File: config.mk
export PLATFORM = sky130hd
export DESIGN_NAME = rtcsi_top
export DESIGN_NICKNAME = d
export VERILOG_FILES = /design/src/design/rtcsi_pkg.sv /design/src/design/rtcsi_pulse_if.sv /design/src/design/rtcsi_pulse.sv /design/src/design/rtcsi_top.sv
export SDC_FILE = /design/constraint.sdc
export NUM_CORES = 1
export LEC_CHECK = 0
export BUFFER_PORTS_ARGS = -buffer_cell sky130_fd_sc_hd__buf_2
export CELL_PAD_IN_SITES_DETAIL_PLACEMENT = 1
export CELL_PAD_IN_SITES_GLOBAL_PLACEMENT = 1
export CORE_MARGIN = 4
export CORE_UTILIZATION = 29
export DETAILED_ROUTE_END_ITERATION = 16
export PLACE_DENSITY = 0.57
export SETUP_SLACK_MARGIN = 0.05
export SYNTH_ARGS = -nofsm -noshare
export SYNTH_HDL_FRONTEND = slang
export SYNTH_HIERARCHICAL = 1
export SYNTH_SLANG_ARGS = --single-unit
File: constraint.sdc
create_clock -name i_core_clk -period 3.5 [get_ports i_core_clk]
set_clock_uncertainty 0.1 [all_clocks]
set_input_delay 0.7 -clock i_core_clk [delete_from_list [all_inputs] [get_ports i_core_clk]]
set_output_delay 0.7 -clock i_core_clk [all_outputs]
set_load 0.1 [all_outputs]
File: src/design/rtcsi_pkg.sv
package rtcsi_pkg;

    // =========================================================
    // register offsets
    localparam logic [3:0] RTCSI_ADDR_CS1 = 4'h0;
    localparam logic [3:0] RTCSI_ADDR_CS2 = 4'h1;
    localparam logic [3:0] RTCSI_ADDR_SEC = 4'h2;

    // =========================================================
    // field positions
    localparam int RTCSI_CS1_TEST_BIT = 7;
    localparam int RTCSI_CS1_STOP_BIT = 5;
    localparam int RTCSI_CS1_POR_BIT = 3;
    localparam int RTCSI_CS2_PULSE_BIT = 4;
    localparam int RTCSI_CS2_AF_BIT = 3;
    localparam int RTCSI_CS2_TF_BIT = 2;
    localparam int RTCSI_CS2_AIE_BIT = 1;
    localparam int RTCSI_CS2_TIE_BIT = 0;
    localparam int RTCSI_SEC_VL_BIT = 7;

    // =========================================================
    // reset values
    localparam logic RTCSI_TEST_RST = 1'b0;
    localparam logic RTCSI_STOP_RST = 1'b0;
    localparam logic RTCSI_POR_RST = 1'b1;
    localparam logic RTCSI_PULSE_RST = 1'b0;
    localparam logic RTCSI_FLAG_RST = 1'b0;
    localparam logic RTCSI_IE_RST = 1'b0;
    localparam logic RTCSI_VL_RST = 1'b1;
    localparam logic [6:0] RTCSI_SEC_RST = 7'h00;

    // =========================================================
    // time base: divider counts 32768 source edges per second
    localparam int RTCSI_DIV_W = 15;
    localparam logic [14:0] RTCSI_DIV_MAX = 15'h7FFF;
    localparam logic [3:0] RTCSI_UNITS_MAX = 4'h9;
    localparam logic [2:0] RTCSI_TENS_MAX = 3'h5;

    // =========================================================
    // timing
    localparam int RTCSI_CLK_PERIOD_NS = 5;
    localparam int RTCSI_OSC_STOP_NS = 100000;
    localparam int RTCSI_OSC_STOP_CYC =
        RTCSI_OSC_STOP_NS / RTCSI_CLK_PERIOD_NS;

    // pulse lengths in 32768 Hz source edges
    localparam int RTCSI_PLS_W = 10;
    localparam logic [9:0] RTCSI_PLS_FAST_ONE = 10'h004;
    localparam logic [9:0] RTCSI_PLS_FAST = 10'h008;
    localparam logic [9:0] RTCSI_PLS_MID_ONE = 10'h100;
    localparam logic [9:0] RTCSI_PLS_SLOW = 10'h200;

    typedef enum logic [1:0]
    {
        RTCSI_SRC_4096 = 2'h0,
        RTCSI_SRC_64 = 2'h1,
        RTCSI_SRC_1 = 2'h2,
        RTCSI_SRC_60TH = 2'h3
    } rtcsi_src_e;

    function automatic logic [9:0] rtcsi_pulse_len(
        input logic [1:0] src,
        input logic [7:0] count
    );
        logic one;
        one = (count == 8'h01);
        case (rtcsi_src_e'(src))
            RTCSI_SRC_4096: rtcsi_pulse_len =
                one ? RTCSI_PLS_FAST_ONE : RTCSI_PLS_FAST;
            RTCSI_SRC_64: rtcsi_pulse_len =
                one ? RTCSI_PLS_MID_ONE : RTCSI_PLS_SLOW;
            default: rtcsi_pulse_len = RTCSI_PLS_SLOW;
        endcase
    endfunction

endpackage

File: src/design/rtcsi_pulse_if.sv
`timescale 1ns/1ps
interface rtcsi_pulse_if;
    logic start;
    logic tick;
    logic [9:0] len;
    logic active;
    modport ctl (output start, output tick, output len, input active);
    modport gen (input start, input tick, input len, output active);
endinterface

File: src/design/rtcsi_pulse.sv
`timescale 1ns/1ps
module rtcsi_pulse
    import rtcsi_pkg::*;
(
    // clock and reset
    input wire logic i_core_clk,
    input wire logic i_rst_n,
    // pulse request and state
    rtcsi_pulse_if.gen pls
);

    typedef enum logic [0:0]
    {
        RTCSI_PLS_IDLE = 1'b0,
        RTCSI_PLS_RUN = 1'b1
    } rtcsi_pls_e;

    rtcsi_pls_e state_reg;
    logic [9:0] cnt_reg;

    // =========================================================
    // pulse timer, counts divider edges
    always_ff @(posedge i_core_clk)
    begin
        if (!i_rst_n)
        begin
            state_reg <= RTCSI_PLS_IDLE;
            cnt_reg <= 10'h000;
        end
        else
        begin
            case (state_reg)
                RTCSI_PLS_IDLE:
                begin
                    if (pls.start)
                    begin
                        state_reg <= RTCSI_PLS_RUN;
                        cnt_reg <= pls.len - 10'h001;
                    end
                end
                RTCSI_PLS_RUN:
                begin
                    // a new timer end restarts the width
                    if (pls.start)
                        cnt_reg <= pls.len - 10'h001;
                    else if (pls.tick)
                    begin
                        if (cnt_reg == 10'h000)
                            state_reg <= RTCSI_PLS_IDLE;
                        else
                            cnt_reg <= cnt_reg - 10'h001;
                    end
                end
                default:
                    state_reg <= RTCSI_PLS_IDLE;
            endcase
        end
    end

    assign pls.active = (state_reg == RTCSI_PLS_RUN);
endmodule

File: src/design/rtcsi_top.sv
`timescale 1ns/1ps
module rtcsi_top
    import rtcsi_pkg::*;
#(
    parameter int OSC_STOP_CYCLES = RTCSI_OSC_STOP_CYC
)
(
    // clock and reset
    input wire logic i_core_clk,
    input wire logic i_rst_n,
    // pins from outside the clock domain
    input wire logic i_osc_in,
    input wire logic i_external_clock_test_test,
    input wire logic i_supply_low,
    // byte register port behind the serial interface
    input wire logic i_acc_busy,
    input wire logic i_reg_wr,
    input wire logic i_reg_rd,
    input wire logic [3:0] i_reg_addr,
    input wire logic [7:0] i_reg_wdata,
    output logic [7:0] o_reg_rdata,
    // alarm and countdown timer
    input wire logic i_alarm_match,
    input wire logic i_timer_end,
    input wire logic [1:0] i_timer_src,
    input wire logic [7:0] i_timer_count,
    // time and control outputs
    output logic o_minute_carry,
    output logic o_por_override_en,
    // open-drain pins
    output logic o_int_n_o,
    output logic o_int_n_oe_n,
    output logic o_square_wave_out_o,
    output logic o_square_wave_out_oe_n
);

    localparam int WD_W = $clog2(OSC_STOP_CYCLES + 1);

    function automatic logic wr_hit(
        input logic wr,
        input logic [3:0] addr,
        input logic [3:0] target
    );
        wr_hit = wr && (addr == target);
    endfunction

    // =========================================================
    // pin synchronisers: osc, ext clock, supply low
    logic [2:0] pin_meta_reg;
    logic [2:0] pin_sync_reg;
    logic [2:0] pin_prev_reg;

    always_ff @(posedge i_core_clk)
    begin
        if (!i_rst_n)
        begin
            pin_meta_reg <= 3'h0;
            pin_sync_reg <= 3'h0;
            pin_prev_reg <= 3'h0;
        end
        else
        begin
            pin_meta_reg <= {i_supply_low, i_external_clock_test_test, i_osc_in};
            pin_sync_reg <= pin_meta_reg;
            pin_prev_reg <= pin_sync_reg;
        end
    end

    logic osc_rise;
    logic osc_edge;
    logic ext_rise;
    assign osc_rise = pin_sync_reg[0] && !pin_prev_reg[0];
    assign osc_edge = pin_sync_reg[0] != pin_prev_reg[0];
    assign ext_rise = pin_sync_reg[1] && !pin_prev_reg[1];

    // =========================================================
    // control one
    logic test_mode_select_reg;
    logic stop_reg;
    logic por_override_enable_reg;
    logic wr_cs1;
    logic wr_cs2;
    logic wr_sec;
    assign wr_cs1 = wr_hit(i_reg_wr, i_reg_addr, RTCSI_ADDR_CS1);
    assign wr_cs2 = wr_hit(i_reg_wr, i_reg_addr, RTCSI_ADDR_CS2);
    assign wr_sec = wr_hit(i_reg_wr, i_reg_addr, RTCSI_ADDR_SEC);

    // unused bits are dropped, so a careless host changes nothing
    always_ff @(posedge i_core_clk)
    begin
        if (!i_rst_n)
        begin
            test_mode_select_reg <= RTCSI_TEST_RST;
            stop_reg <= RTCSI_STOP_RST;
            por_override_enable_reg <= RTCSI_POR_RST;
        end
        else if (wr_cs1)
        begin
            test_mode_select_reg <= i_reg_wdata[RTCSI_CS1_TEST_BIT];
            stop_reg <= i_reg_wdata[RTCSI_CS1_STOP_BIT];
            por_override_enable_reg <= i_reg_wdata[RTCSI_CS1_POR_BIT];
        end
    end

    assign o_por_override_en = por_override_enable_reg;

    // =========================================================
    // divider chain
    logic src_rise;
    logic [RTCSI_DIV_W-1:0] div_reg;
    logic sec_tick;

    assign src_rise = test_mode_select_reg ? ext_rise : osc_rise;
    assign sec_tick = src_rise && !stop_reg && (div_reg == RTCSI_DIV_MAX);

    // halt wins over any edge in the same cycle
    always_ff @(posedge i_core_clk)
    begin
        if (!i_rst_n || stop_reg)
            div_reg <= '0;
        else if (src_rise)
            div_reg <= div_reg + 15'h0001;
    end

    // square wave follows the oscillator even while halted
    assign o_square_wave_out_o = 1'b0;
    assign o_square_wave_out_oe_n = pin_sync_reg[0];

    // =========================================================
    // oscillator watchdog
    logic [WD_W-1:0] wd_cnt_reg;
    logic osc_stopped;
    assign osc_stopped = (wd_cnt_reg == WD_W'(OSC_STOP_CYCLES));

    always_ff @(posedge i_core_clk)
    begin
        if (!i_rst_n || osc_edge)
            wd_cnt_reg <= '0;
        else if (!osc_stopped)
            wd_cnt_reg <= wd_cnt_reg + 1'b1;
    end

    // =========================================================
    // voltage-low flag and seconds
    logic vl_set;
    logic voltage_low_flag_reg;
    logic [2:0] sec_tens_reg;
    logic [3:0] sec_units_reg;
    logic pend_reg;
    logic sec_service;

    assign vl_set = pin_sync_reg[2] || osc_stopped;

    // detection wins over a clearing write
    always_ff @(posedge i_core_clk)
    begin
        if (!i_rst_n)
            voltage_low_flag_reg <= RTCSI_VL_RST;
        else if (vl_set)
            voltage_low_flag_reg <= 1'b1;
        else if (wr_sec)
            voltage_low_flag_reg <= i_reg_wdata[RTCSI_SEC_VL_BIT];
    end

    // only one second can wait; access beyond a second loses time
    always_ff @(posedge i_core_clk)
    begin
        if (!i_rst_n || stop_reg)
            pend_reg <= 1'b0;
        else
            pend_reg <= sec_tick || (pend_reg && i_acc_busy);
    end

    assign sec_service = pend_reg && !i_acc_busy;

    always_ff @(posedge i_core_clk)
    begin
        if (!i_rst_n)
        begin
            {sec_tens_reg, sec_units_reg} <= RTCSI_SEC_RST;
            o_minute_carry <= 1'b0;
        end
        else
        begin
            o_minute_carry <= 1'b0;
            if (wr_sec)
                {sec_tens_reg, sec_units_reg} <= i_reg_wdata[6:0];
            else if (sec_service)
            begin
                if (sec_units_reg != RTCSI_UNITS_MAX)
                    sec_units_reg <= sec_units_reg + 4'h1;
                else
                begin
                    sec_units_reg <= 4'h0;
                    if (sec_tens_reg != RTCSI_TENS_MAX)
                        sec_tens_reg <= sec_tens_reg + 3'h1;
                    else
                    begin
                        sec_tens_reg <= 3'h0;
                        o_minute_carry <= 1'b1;
                    end
                end
            end
        end
    end

    // =========================================================
    // control two: flags and enables
    logic irq_pulse_mode_reg;
    logic alarm_flag_reg;
    logic timer_flag_reg;
    logic alarm_irq_enable_reg;
    logic timer_irq_enable_reg;
    logic timer_ev;

    assign timer_ev = i_timer_end && (i_timer_count != 8'h00);

    // an event in the write cycle wins over the clear
    always_ff @(posedge i_core_clk)
    begin
        if (!i_rst_n)
        begin
            alarm_flag_reg <= RTCSI_FLAG_RST;
            timer_flag_reg <= RTCSI_FLAG_RST;
        end
        else
        begin
            alarm_flag_reg <= i_alarm_match || (alarm_flag_reg &&
                (!wr_cs2 || i_reg_wdata[RTCSI_CS2_AF_BIT]));
            timer_flag_reg <= timer_ev || (timer_flag_reg &&
                (!wr_cs2 || i_reg_wdata[RTCSI_CS2_TF_BIT]));
        end
    end

    always_ff @(posedge i_core_clk)
    begin
        if (!i_rst_n)
        begin
            irq_pulse_mode_reg <= RTCSI_PULSE_RST;
            alarm_irq_enable_reg <= RTCSI_IE_RST;
            timer_irq_enable_reg <= RTCSI_IE_RST;
        end
        else if (wr_cs2)
        begin
            irq_pulse_mode_reg <= i_reg_wdata[RTCSI_CS2_PULSE_BIT];
            alarm_irq_enable_reg <= i_reg_wdata[RTCSI_CS2_AIE_BIT];
            timer_irq_enable_reg <= i_reg_wdata[RTCSI_CS2_TIE_BIT];
        end
    end

    // =========================================================
    // register read
    always_ff @(posedge i_core_clk)
    begin
        if (!i_rst_n)
            o_reg_rdata <= 8'h00;
        else if (i_reg_rd)
        begin
            o_reg_rdata <= 8'h00;
            case (i_reg_addr)
                RTCSI_ADDR_CS1:
                begin
                    o_reg_rdata[RTCSI_CS1_TEST_BIT] <= test_mode_select_reg;
                    o_reg_rdata[RTCSI_CS1_STOP_BIT] <= stop_reg;
                    o_reg_rdata[RTCSI_CS1_POR_BIT] <= por_override_enable_reg;
                end
                RTCSI_ADDR_CS2:
                begin
                    o_reg_rdata[RTCSI_CS2_PULSE_BIT] <= irq_pulse_mode_reg;
                    o_reg_rdata[RTCSI_CS2_AF_BIT] <= alarm_flag_reg;
                    o_reg_rdata[RTCSI_CS2_TF_BIT] <= timer_flag_reg;
                    o_reg_rdata[RTCSI_CS2_AIE_BIT] <= alarm_irq_enable_reg;
                    o_reg_rdata[RTCSI_CS2_TIE_BIT] <= timer_irq_enable_reg;
                end
                RTCSI_ADDR_SEC:
                    o_reg_rdata <= {voltage_low_flag_reg, sec_tens_reg,
                        sec_units_reg};
                default:
                    o_reg_rdata <= 8'h00;
            endcase
        end
    end

    // =========================================================
    // interrupt pulse and output
    rtcsi_pulse_if pls_if ();

    assign pls_if.start = timer_ev && irq_pulse_mode_reg;
    assign pls_if.tick = src_rise;
    assign pls_if.len = rtcsi_pulse_len(i_timer_src, i_timer_count);

    rtcsi_pulse u_pulse (
        .i_core_clk (i_core_clk),
        .i_rst_n (i_rst_n),
        .pls (pls_if.gen)
    );

    logic alarm_cond;
    logic timer_cond;
    logic irq;
    assign alarm_cond = alarm_flag_reg && alarm_irq_enable_reg;
    assign timer_cond = timer_irq_enable_reg && (irq_pulse_mode_reg ?
        pls_if.active : timer_flag_reg);
    assign irq = alarm_cond || timer_cond;

    assign o_int_n_o = 1'b0;
    assign o_int_n_oe_n = !irq;
endmodule

; ---- Yosys cells after proc, flatten, opt, wreduce, memory -nomap -nowiden
; Cells that the tools add are included.
[classes]
muxes = 29
n_eq_ne = 13
bitwise = 3
add_sub_neg = 6
n_reduce_logical = 40
[ops]
columns = op, n
row1 = $mux W10, 5
row2 = $pmux W10 S2, 2
row3 = $add A15 B1 Y15 const B, 2
row4 = $eq A15 B15 Y1 const B, 2
row5 = $sub A10 B1 Y10 const B, 2
row6 = $mux W4, 4
row7 = $logic_and A1 B1 Y1, 15
row8 = $mux W3, 4
row9 = $logic_not A10 Y1, 1
row10 = $logic_or A1 B1 Y1, 9
row11 = $ne A3 B3 Y1 const B, 3
row12 = $eq A8 B1 Y1 const B, 1
row13 = $mux W1, 8
row14 = $pmux W1 S2, 4
row15 = $reduce_bool A8 Y1, 1
row16 = $logic_not A1 Y1, 7
row17 = $pmux W3 S2, 1
row18 = $add A4 B1 Y4 const B, 1
row19 = $eq A4 B1 Y1 const B, 1
row20 = $eq A4 B2 Y1 const B, 1
row21 = $logic_not A4 Y1, 1
row22 = $ne A2 B2 Y1 const B, 2
row23 = $ne A4 B4 Y1 const B, 1
row24 = $reduce_or A4 Y1, 1
row25 = 10 further kinds, 12
[word_totals]
word_cells = 112
regBits = 75
in_bits = 32
out_inout_bits = 14

; ---- Depth between registers and ports, before layout
; Gate-level depths: netlist of the first run.
[depth]
word_depth = 6
mapped_depth = 10
mapped_depth_nobuf = 9

; ---- By module
; Netlist of the first run, hierarchy kept.
[by_module_without_submodules]
columns = module, cells_per_inst, area_per_inst_um2, n_inst, seq_area_each_um2
row1 = rtcsi_top, 321, 2892.8, 1, 1281.2
row2 = rtcsi_pulse, 99, 814.5, 1, 220.2

; ---- Worst setup path after synthesis of the first run
; No wires, ideal clock.
[synth_path]
path_kind = register to output
start = register irq_pulse_mode_reg
end = output o_int_n_oe_n
path_stages_with_launch = 3
slack_ns = 0.522
n_path_buf = 0
required_ns = 2.700
arrival_time_ns = 2.178
cell_sequence = dfxtp_1 mux2_2 a22oi_1
[synth_between]
elab_chain_len = 4
[synth_lines]
columns = item, line_no
row1 = "start, declared", rtcsi_top.sv:209  ; logic irq_pulse_mode_reg;
row2 = "start signal, assigned", rtcsi_top.sv:245  ; irq_pulse_mode_reg <= i_reg_wdata[RTCSI_CS2_PULSE_BIT];
row3 = $mux W1, rtcsi_top.sv:302  ; assign timer_cond = timer_irq_enable_reg && (irq_pulse_mode_reg ?
row4 = $logic_and A1 B1 Y1, rtcsi_top.sv:302
row5 = $logic_or A1 B1 Y1, rtcsi_top.sv:304  ; assign irq = alarm_cond || timer_cond;
row6 = $logic_not A1 Y1, rtcsi_top.sv:307  ; assign o_int_n_oe_n = !irq;
row7 = "end, declared", rtcsi_top.sv:32  ; output logic o_int_n_oe_n,
; Every way passes these cells.

; ---- Worst setup path in the final report of the first run
[layout_path]
start = input i_timer_count[5]
end = register u_pulse.cnt_reg[9]
[layout_between]
elab_chain_len = 6
word_cells_on_any_way = 15
classes_between = 1 x add/sub / 4 x eq/ne / 6 x mux / 4 x reduce/logical
[layout_lines]
columns = item, line_no
row1 = "start, declared", rtcsi_top.sv:26  ; input wire logic [7:0] i_timer_count,
row2 = $eq A8 B1 Y1 (*), rtcsi_pkg.sv:66  ; one = (count == 8'h01);
row3 = $mux W4 (*), rtcsi_pkg.sv:69  ; one ? RTCSI_PLS_FAST_ONE : RTCSI_PLS_FAST;
row4 = $pmux W10 S2 (*), rtcsi_pkg.sv:67  ; case (rtcsi_src_e'(src))
row5 = named net pls_if.len[3], rtcsi_pulse_if.sv:5  ; logic [9:0] len;
row6 = $sub A10 B1 Y10 (*), "rtcsi_pulse.sv:38, rtcsi_pulse.sv:45"
row7 = "$mux W10, on equally long branches", "rtcsi_pulse.sv:44, rtcsi_pulse.sv:35"
row8 = $pmux W10 S2 (*), rtcsi_pulse.sv:32  ; case (state_reg)
row9 = "end signal, assigned", rtcsi_pulse.sv:38  ; cnt_reg <= pls.len - 10'h001;
row10 = "end signal, assigned", rtcsi_pulse.sv:45  ; cnt_reg <= pls.len - 10'h001;
row11 = "end signal, assigned", rtcsi_pulse.sv:51  ; cnt_reg <= cnt_reg - 10'h001;
row12 = "end, declared", rtcsi_pulse.sv:19  ; logic [9:0] cnt_reg;
; The timed path passes the listed nets; every way through them passes the cells marked *. The select of a mux whose other input is x is not followed.
; A chain may end at the register's enable or synchronous reset.

==> flow_summary.ini, run 1 <==
[clock_network]
cts_root_buffer = clkbuf_16
cts.sinks = 75
cts_inserted_buffers = 9
clock_latency_ns = 0.34
h-tree-depth = 3
cts_hold_buf = 0
ctsLongestPathBuffers = 2
cts_tree = yes
cts_resized = 0
clk_pin_slew_worst_paths_ns = 0.06
postCtsSetupRepairBufs = 0

[worst_setup_path]
slowest_stage = or4_4
worstPathCellList = buf_2 -> nor4_1 -> nand3_1 -> nor3b_1 -> or4_4 -> nor4_4 -> xor2_1 -> o21ai_1 -> a21oi_1
crit_arrival_ns = 2.76
worst-setup-path-type = input pin to register
setup.worst_path.start_class = input pin
critPathMaxStageDelay_ns = 0.58
endpoint_kind = register
cp_max_fo = 5
critPathRequiredTime_ns = 3.68

[timing]
rsz0062_at_grt = no
finalWorstSetupSlack_ns = 0.918
slew_viol_final = 0
setup_viol = 0
fin_crit_ns = 2.58
max_freq_ghz = 0.387
finalCritPeriodShare_pct = 73.8
hold_violations = 0
tns_ns = 0
slew-limit-headroom_pct = 54.5
max_slew.worst_pin.slew_ns = 0.682

[worst_hold_path]
hold_path_class = register to register

[power]
peakVddDrop_mv = 0.216
power.leakage_nw = 1.71
switching_share_pct = 25.3
internal-power_w = 0.00147
clkPwrFrac_pct = 48.3
power_frac_seq_pct = 44.6
switchingPower_w = 0.000498
powerDensity_mw_per_mm2 = 442
p_comb_share_pct = 7.1

[die]
pin_count = 46
die_h_um = 121
fp-row-count = 41
die_x_um = 121
core_mm2 = 0.0126
dieArea_mm2 = 0.0147
start_util_pct = 29.5

[cells_and_area]
nets = 521
layout_common_cells = dfxtp_1 (75), nor2_1 (44), buf_2 (43)
fillers = 1490
diodes = 0
final_layout_size_suffix_gt1_share_pct = 16.4
final_common_cell = dfxtp_1
synthToLayoutAreaGrowth_pct = 20.5

[yosys]
synthCells = 420
avgSynthCellArea_um2 = 8.83
synth_cell_types = 61
yosysWarnings = 6
ys_seq_elements = 75
synthArstFlopShare_pct = 0
ys_seq_area_share_pct = 40.5
synth_edf_count = 0
synth_area_mm2 = 0.00371
ys.flop_type = dfxtp_1

[status]
status = completed

[routing]
drcViolationCount = 0
vias = 3152
viasPerCell = 4.78
wirelength_um = 9510
drtAntennaViolNets = 0
wl_per_cell_um = 14.4
drt_iter0_drc = 145
firstDrtPassIters = 4

[grt]
antenna_found_initial = 0
grt_usage_pct = 13.6
grt_pass1_vias = 3149
grt_first_pass_wirelength_um = 15800
grt_max_degree = 19
grt-ovfl-total = 0

[placement]
dp_hpwl_um = 7060
dp_slack_ns = 0.558
numPortBuffers = 43
gp_congestion = 0.762

[job]
drv_cap = 0
[layout make-up]
class	instances	area (um2)	share of cell area (%)
tap	172	215	4.82
inverter	17	63.8	1.43
clock buffer	9	225	5.04
multi-input combinational	333	2140	47.9
timing repair buffer	47	245	5.49
sequential	75	1500	33.6
clock inverter	7	77.6	1.74
[cell families after synthesis]
group           after synthesis  share of synthesized area [%]
buf+inv                      30                           3.68
other cells                   1                          0.101
fa+ha+maj                     6                           2.02
flops                        75                           40.5
compound gates               76                           13.8
mux                          17                           4.66
simple gates                181                           27.2
xor+xnor                     34                           8.03
[cell usage after synthesis, types with 9 or more instances]
cell type / instances / area, um2
nor2_1: 44 / 165
o21ai_0: 13 / 65.1
inv_1: 15 / 56.3
nor3_1: 9 / 45.0
mux2i_1: 15 / 150
nor2b_1: 9 / 56.3
nand3_1: 21 / 105
and2_1: 9 / 56.3
xor2_1: 14 / 123
xnor2_1: 20 / 175
nand4_1: 9 / 56.3
dfxtp_1: 75 / 1500
nand2_1: 29 / 109
a21oi_1: 20 / 100
[path summary, 6_finish.rpt]
check | from | to | slack [ns] | cells past startpoint
max | i_timer_count[5] | u_pulse/cnt_reg[9] | 0.92 | 9
min | pin_sync_reg[2] | voltage_low_flag_reg | 0.32 | 1
max reg2reg | test_mode_select_reg | u_pulse/cnt_reg[5] | 1.19 | 7
min reg2reg | pin_sync_reg[2] | voltage_low_flag_reg | 0.32 | 1
[per-layer routing]
layer	up-vias	GRT usage [%]	wire [um]
met5	-	0	0
met4	0	6.94	192
met3	12	2.61	251
met2	33	21.0	4230
met1	1509	17.9	4830
li1	1598	-	-
[stage by stage]
step                hold slack, ns  util [%]  power (W)  instance area [um2]  cells
floorplan                    0.295         -   0.000989                 3770    438
global placement             0.301      33.1    0.00103                 4160    644
detailed placement           0.310      33.1    0.00104                 4160    644
CTS                          0.325      35.5    0.00200                 4470    660
global route                 0.352      35.5    0.00205                 4470    660
finish                       0.321      35.5    0.00197                 4470    660
[power by group through the flow]
stage | clock (W) | combinational, W | sequential (W)
final | 0.000953 | 0.000140 | 0.000879
after global routing | 0.00101 | 0.000157 | 0.000881
after CTS | 0.000985 | 0.000140 | 0.000879
after detailed placement | 0 | 0.000140 | 0.000898
after global placement | 0 | 0.000137 | 0.000898
after floorplan | 0 | 0.0000862 | 0.000903
[worst max-delay path, delay by kind of cell]
kind	cells	cell delay, ns
compound gates	2	0.20
xor+xnor	1	0.17
buf+inv	1	0.10
simple gates	5	1.60
Power figures use the tool's default switching activity.
==> run 2, diff against run 1 <==
--- a/config.mk
+++ b/config.mk
@@ -11,7 +11,7 @@
 export CORE_MARGIN = 4
 export CORE_UTILIZATION = 29
 export DETAILED_ROUTE_END_ITERATION = 16
-export PLACE_DENSITY = 0.57
+export PLACE_DENSITY = 0.59
 export SETUP_SLACK_MARGIN = 0.05
 export SYNTH_ARGS = -nofsm -noshare
 export SYNTH_HDL_FRONTEND = slang
==> constraint.sdc (replaced) <==
create_clock -name i_core_clk -period 2.3 [get_ports i_core_clk]
set_clock_uncertainty 0.1 [all_clocks]
set_input_delay 0.46 -clock i_core_clk [delete_from_list [all_inputs] [get_ports i_core_clk]]
set_output_delay 0.46 -clock i_core_clk [all_outputs]
set_load 0.1 [all_outputs]
==> run 2 against run 1 <==
Compared with the run above: cell count is 2.1% higher; non-clock buffer count is 15 higher; setup slack worse by 0.71 ns; sequential power is 52% higher; global-route usage is 0.23 points higher; largest power group unchanged; flip-flop and latch count stayed put; clock-buffer cell count is 1 higher; via count is 1.6% higher.
==> flow_summary.ini, run 2 (synthesis results as in run 1) <==
[status]
status = completed

[timing]
holdWs_ns = 0.237
finalCritPeriodShare_pct = 90.9
hold_violations = 0
setup_viol = 0
rsz0062_at_grt = no
slew_viol_final = 0
max_freq_ghz = 0.478
max_slew.worst_pin.slew_ns = 0.508
slew-limit-headroom_pct = 66.0
fin_crit_ns = 2.09

[routing]
wl_per_cell_um = 14.2
viasPerCell = 4.75
firstDrtPassIters = 4
drcViolationCount = 0
drtAntennaViolNets = 0
wirelength_um = 9590
drt_iter0_drc = 117
vias = 3202

[worst_setup_path]
r2r_start = u_pulse/cnt_reg[0]
slowest_stage = or4b_4
critPathRequiredTime_ns = 2.43
crit_arrival_ns = 2.22
worstSetupPathDepth = 7
worst-setup-path-type = register to register
reg2reg_depth = 7
crit_family = simple AND/OR/NAND/NOR gates
cp_common_cell = nand2_1
endpoint_kind = register
worst-path-buf-inv = 1
worst_r2r_endpoint = u_pulse/cnt_reg[8]
setup.worst_path.start_class = register
critPathMaxStageDelay_ns = 0.53
rrSetupSlack_ns = 0.21
cp_max_fo = 4
worstPathCellList = inv_1 -> ha_1 -> or4b_4 -> nor4_2 -> mux2_1 -> nand2_1 -> nand2_1

[grt]
grt-ovfl-total = 0
grt_max_degree = 19
met2_usage_pct = 22.9
grt_first_pass_wirelength_um = 15900
antenna_found_initial = 0
gr-max-usage-layer = met2
grt_pass1_vias = 3290
grtUsageMet3_pct = 4.52
grt_usage_pct = 13.8
met1_usage_pct = 16.8

[cells_and_area]
final_layout_size_suffix_gt1_share_pct = 19.7
final_common_cell = dfxtp_1
diodes = 0
final_util_pct = 36.8
nets = 536
fillers = 1504
layout_common_cells = dfxtp_1 (74), nor2_1 (43), buf_2 (42)
synthToLayoutAreaGrowth_pct = 24.8

[die]
die_h_um = 121
fp-row-count = 41
dieArea_mm2 = 0.0147
die_x_um = 121
core_mm2 = 0.0126
pin_count = 46
start_util_pct = 29.5

[power]
peakVddDrop_mv = 0.324
powerDensity_mw_per_mm2 = 659
power.total_w = 0.00305
power.leakage_nw = 1.80

[worst_hold_path]
min_to = pin_meta_reg[0]
hold_path_class = input pin to register
hold_start = i_osc_in
hold_path_depth = 2

[clock_network]
postCtsSetupRepairBufs = 0
cts_resized = 1
cts_tree = yes
h-tree-depth = 3
clock_latency_ns = 0.34
cts.sinks = 75
cts_root_buffer = clkbuf_16
ctsLongestPathBuffers = 2
cts_hold_buf = 0
clk_pin_slew_worst_paths_ns = 0.06
cts_inserted_buffers = 9

[placement]
dp_hpwl_um = 7330
numPortBuffers = 43
gp_congestion = 0.811

[job]
drv_cap = 0
==> run 2: worst max-delay path by stage <==
stage | from | endpoint
floorplan | pin_sync_reg[0] | u_pulse/cnt_reg[7]
global placement | i_timer_count[5] | u_pulse/cnt_reg[9]
detailed placement | i_timer_count[5] | u_pulse/cnt_reg[9]
CTS | irq_pulse_mode_reg | o_int_n_oe_n
global route | irq_pulse_mode_reg | o_int_n_oe_n
finish | u_pulse/cnt_reg[0] | u_pulse/cnt_reg[8]
==> run 2: worst reg2reg max path: cells and delay by family, from the launching register on <==
kind	cells	cell delay [ns]
adder cells (fa/ha/maj)	1	0.21
buffers and inverters	1	0.06
flip-flops	1	0.33
multiplexers	1	0.36
AND/OR/NAND/NOR	4	0.92
==> run 2: power by group <==
| group | internal [W] | total [W] | switching, W |
|---|---|---|---|
| sequential | 0.00132 | 0.00134 | 0.0000195 |
| clock | 0.000942 | 0.00148 | 0.000541 |
| combinational | 0.0000861 | 0.000225 | 0.000139 |
| total | 0.00235 | 0.00305 | 0.000700 |
==> run 2: metal layers <==
metal	vias up	routed length, um
li1	1633	-
met1	1516	4420
met2	43	4690
met3	10	337
met4	0	140
met5	-	0
==> run 2: metrics by stage <==
stage               setup slack (ns)  area [um2]  TNS (ns)  std cells
finish                         0.208        4630         0        674
floorplan                     0.0652        3810         0        438
global route                  0.0910        4630         0        674
detailed placement           -0.0696        4320    -0.166        659
global placement             -0.0207        4320   -0.0207        659
CTS                            0.165        4630         0        674
==> run 2: cell type report <==
cell class | instances | area [um2] | share of cell area [%]
Clock buffer | 10 | 229 | 4.95
Clock inverter | 5 | 78.8 | 1.70
Tap cell | 172 | 215 | 4.65
Sequential cell | 75 | 1500 | 32.5
Timing Repair Buffer | 62 | 360 | 7.79
Multi-Input combinational cell | 333 | 2180 | 47.0
Inverter | 17 | 63.8 | 1.38
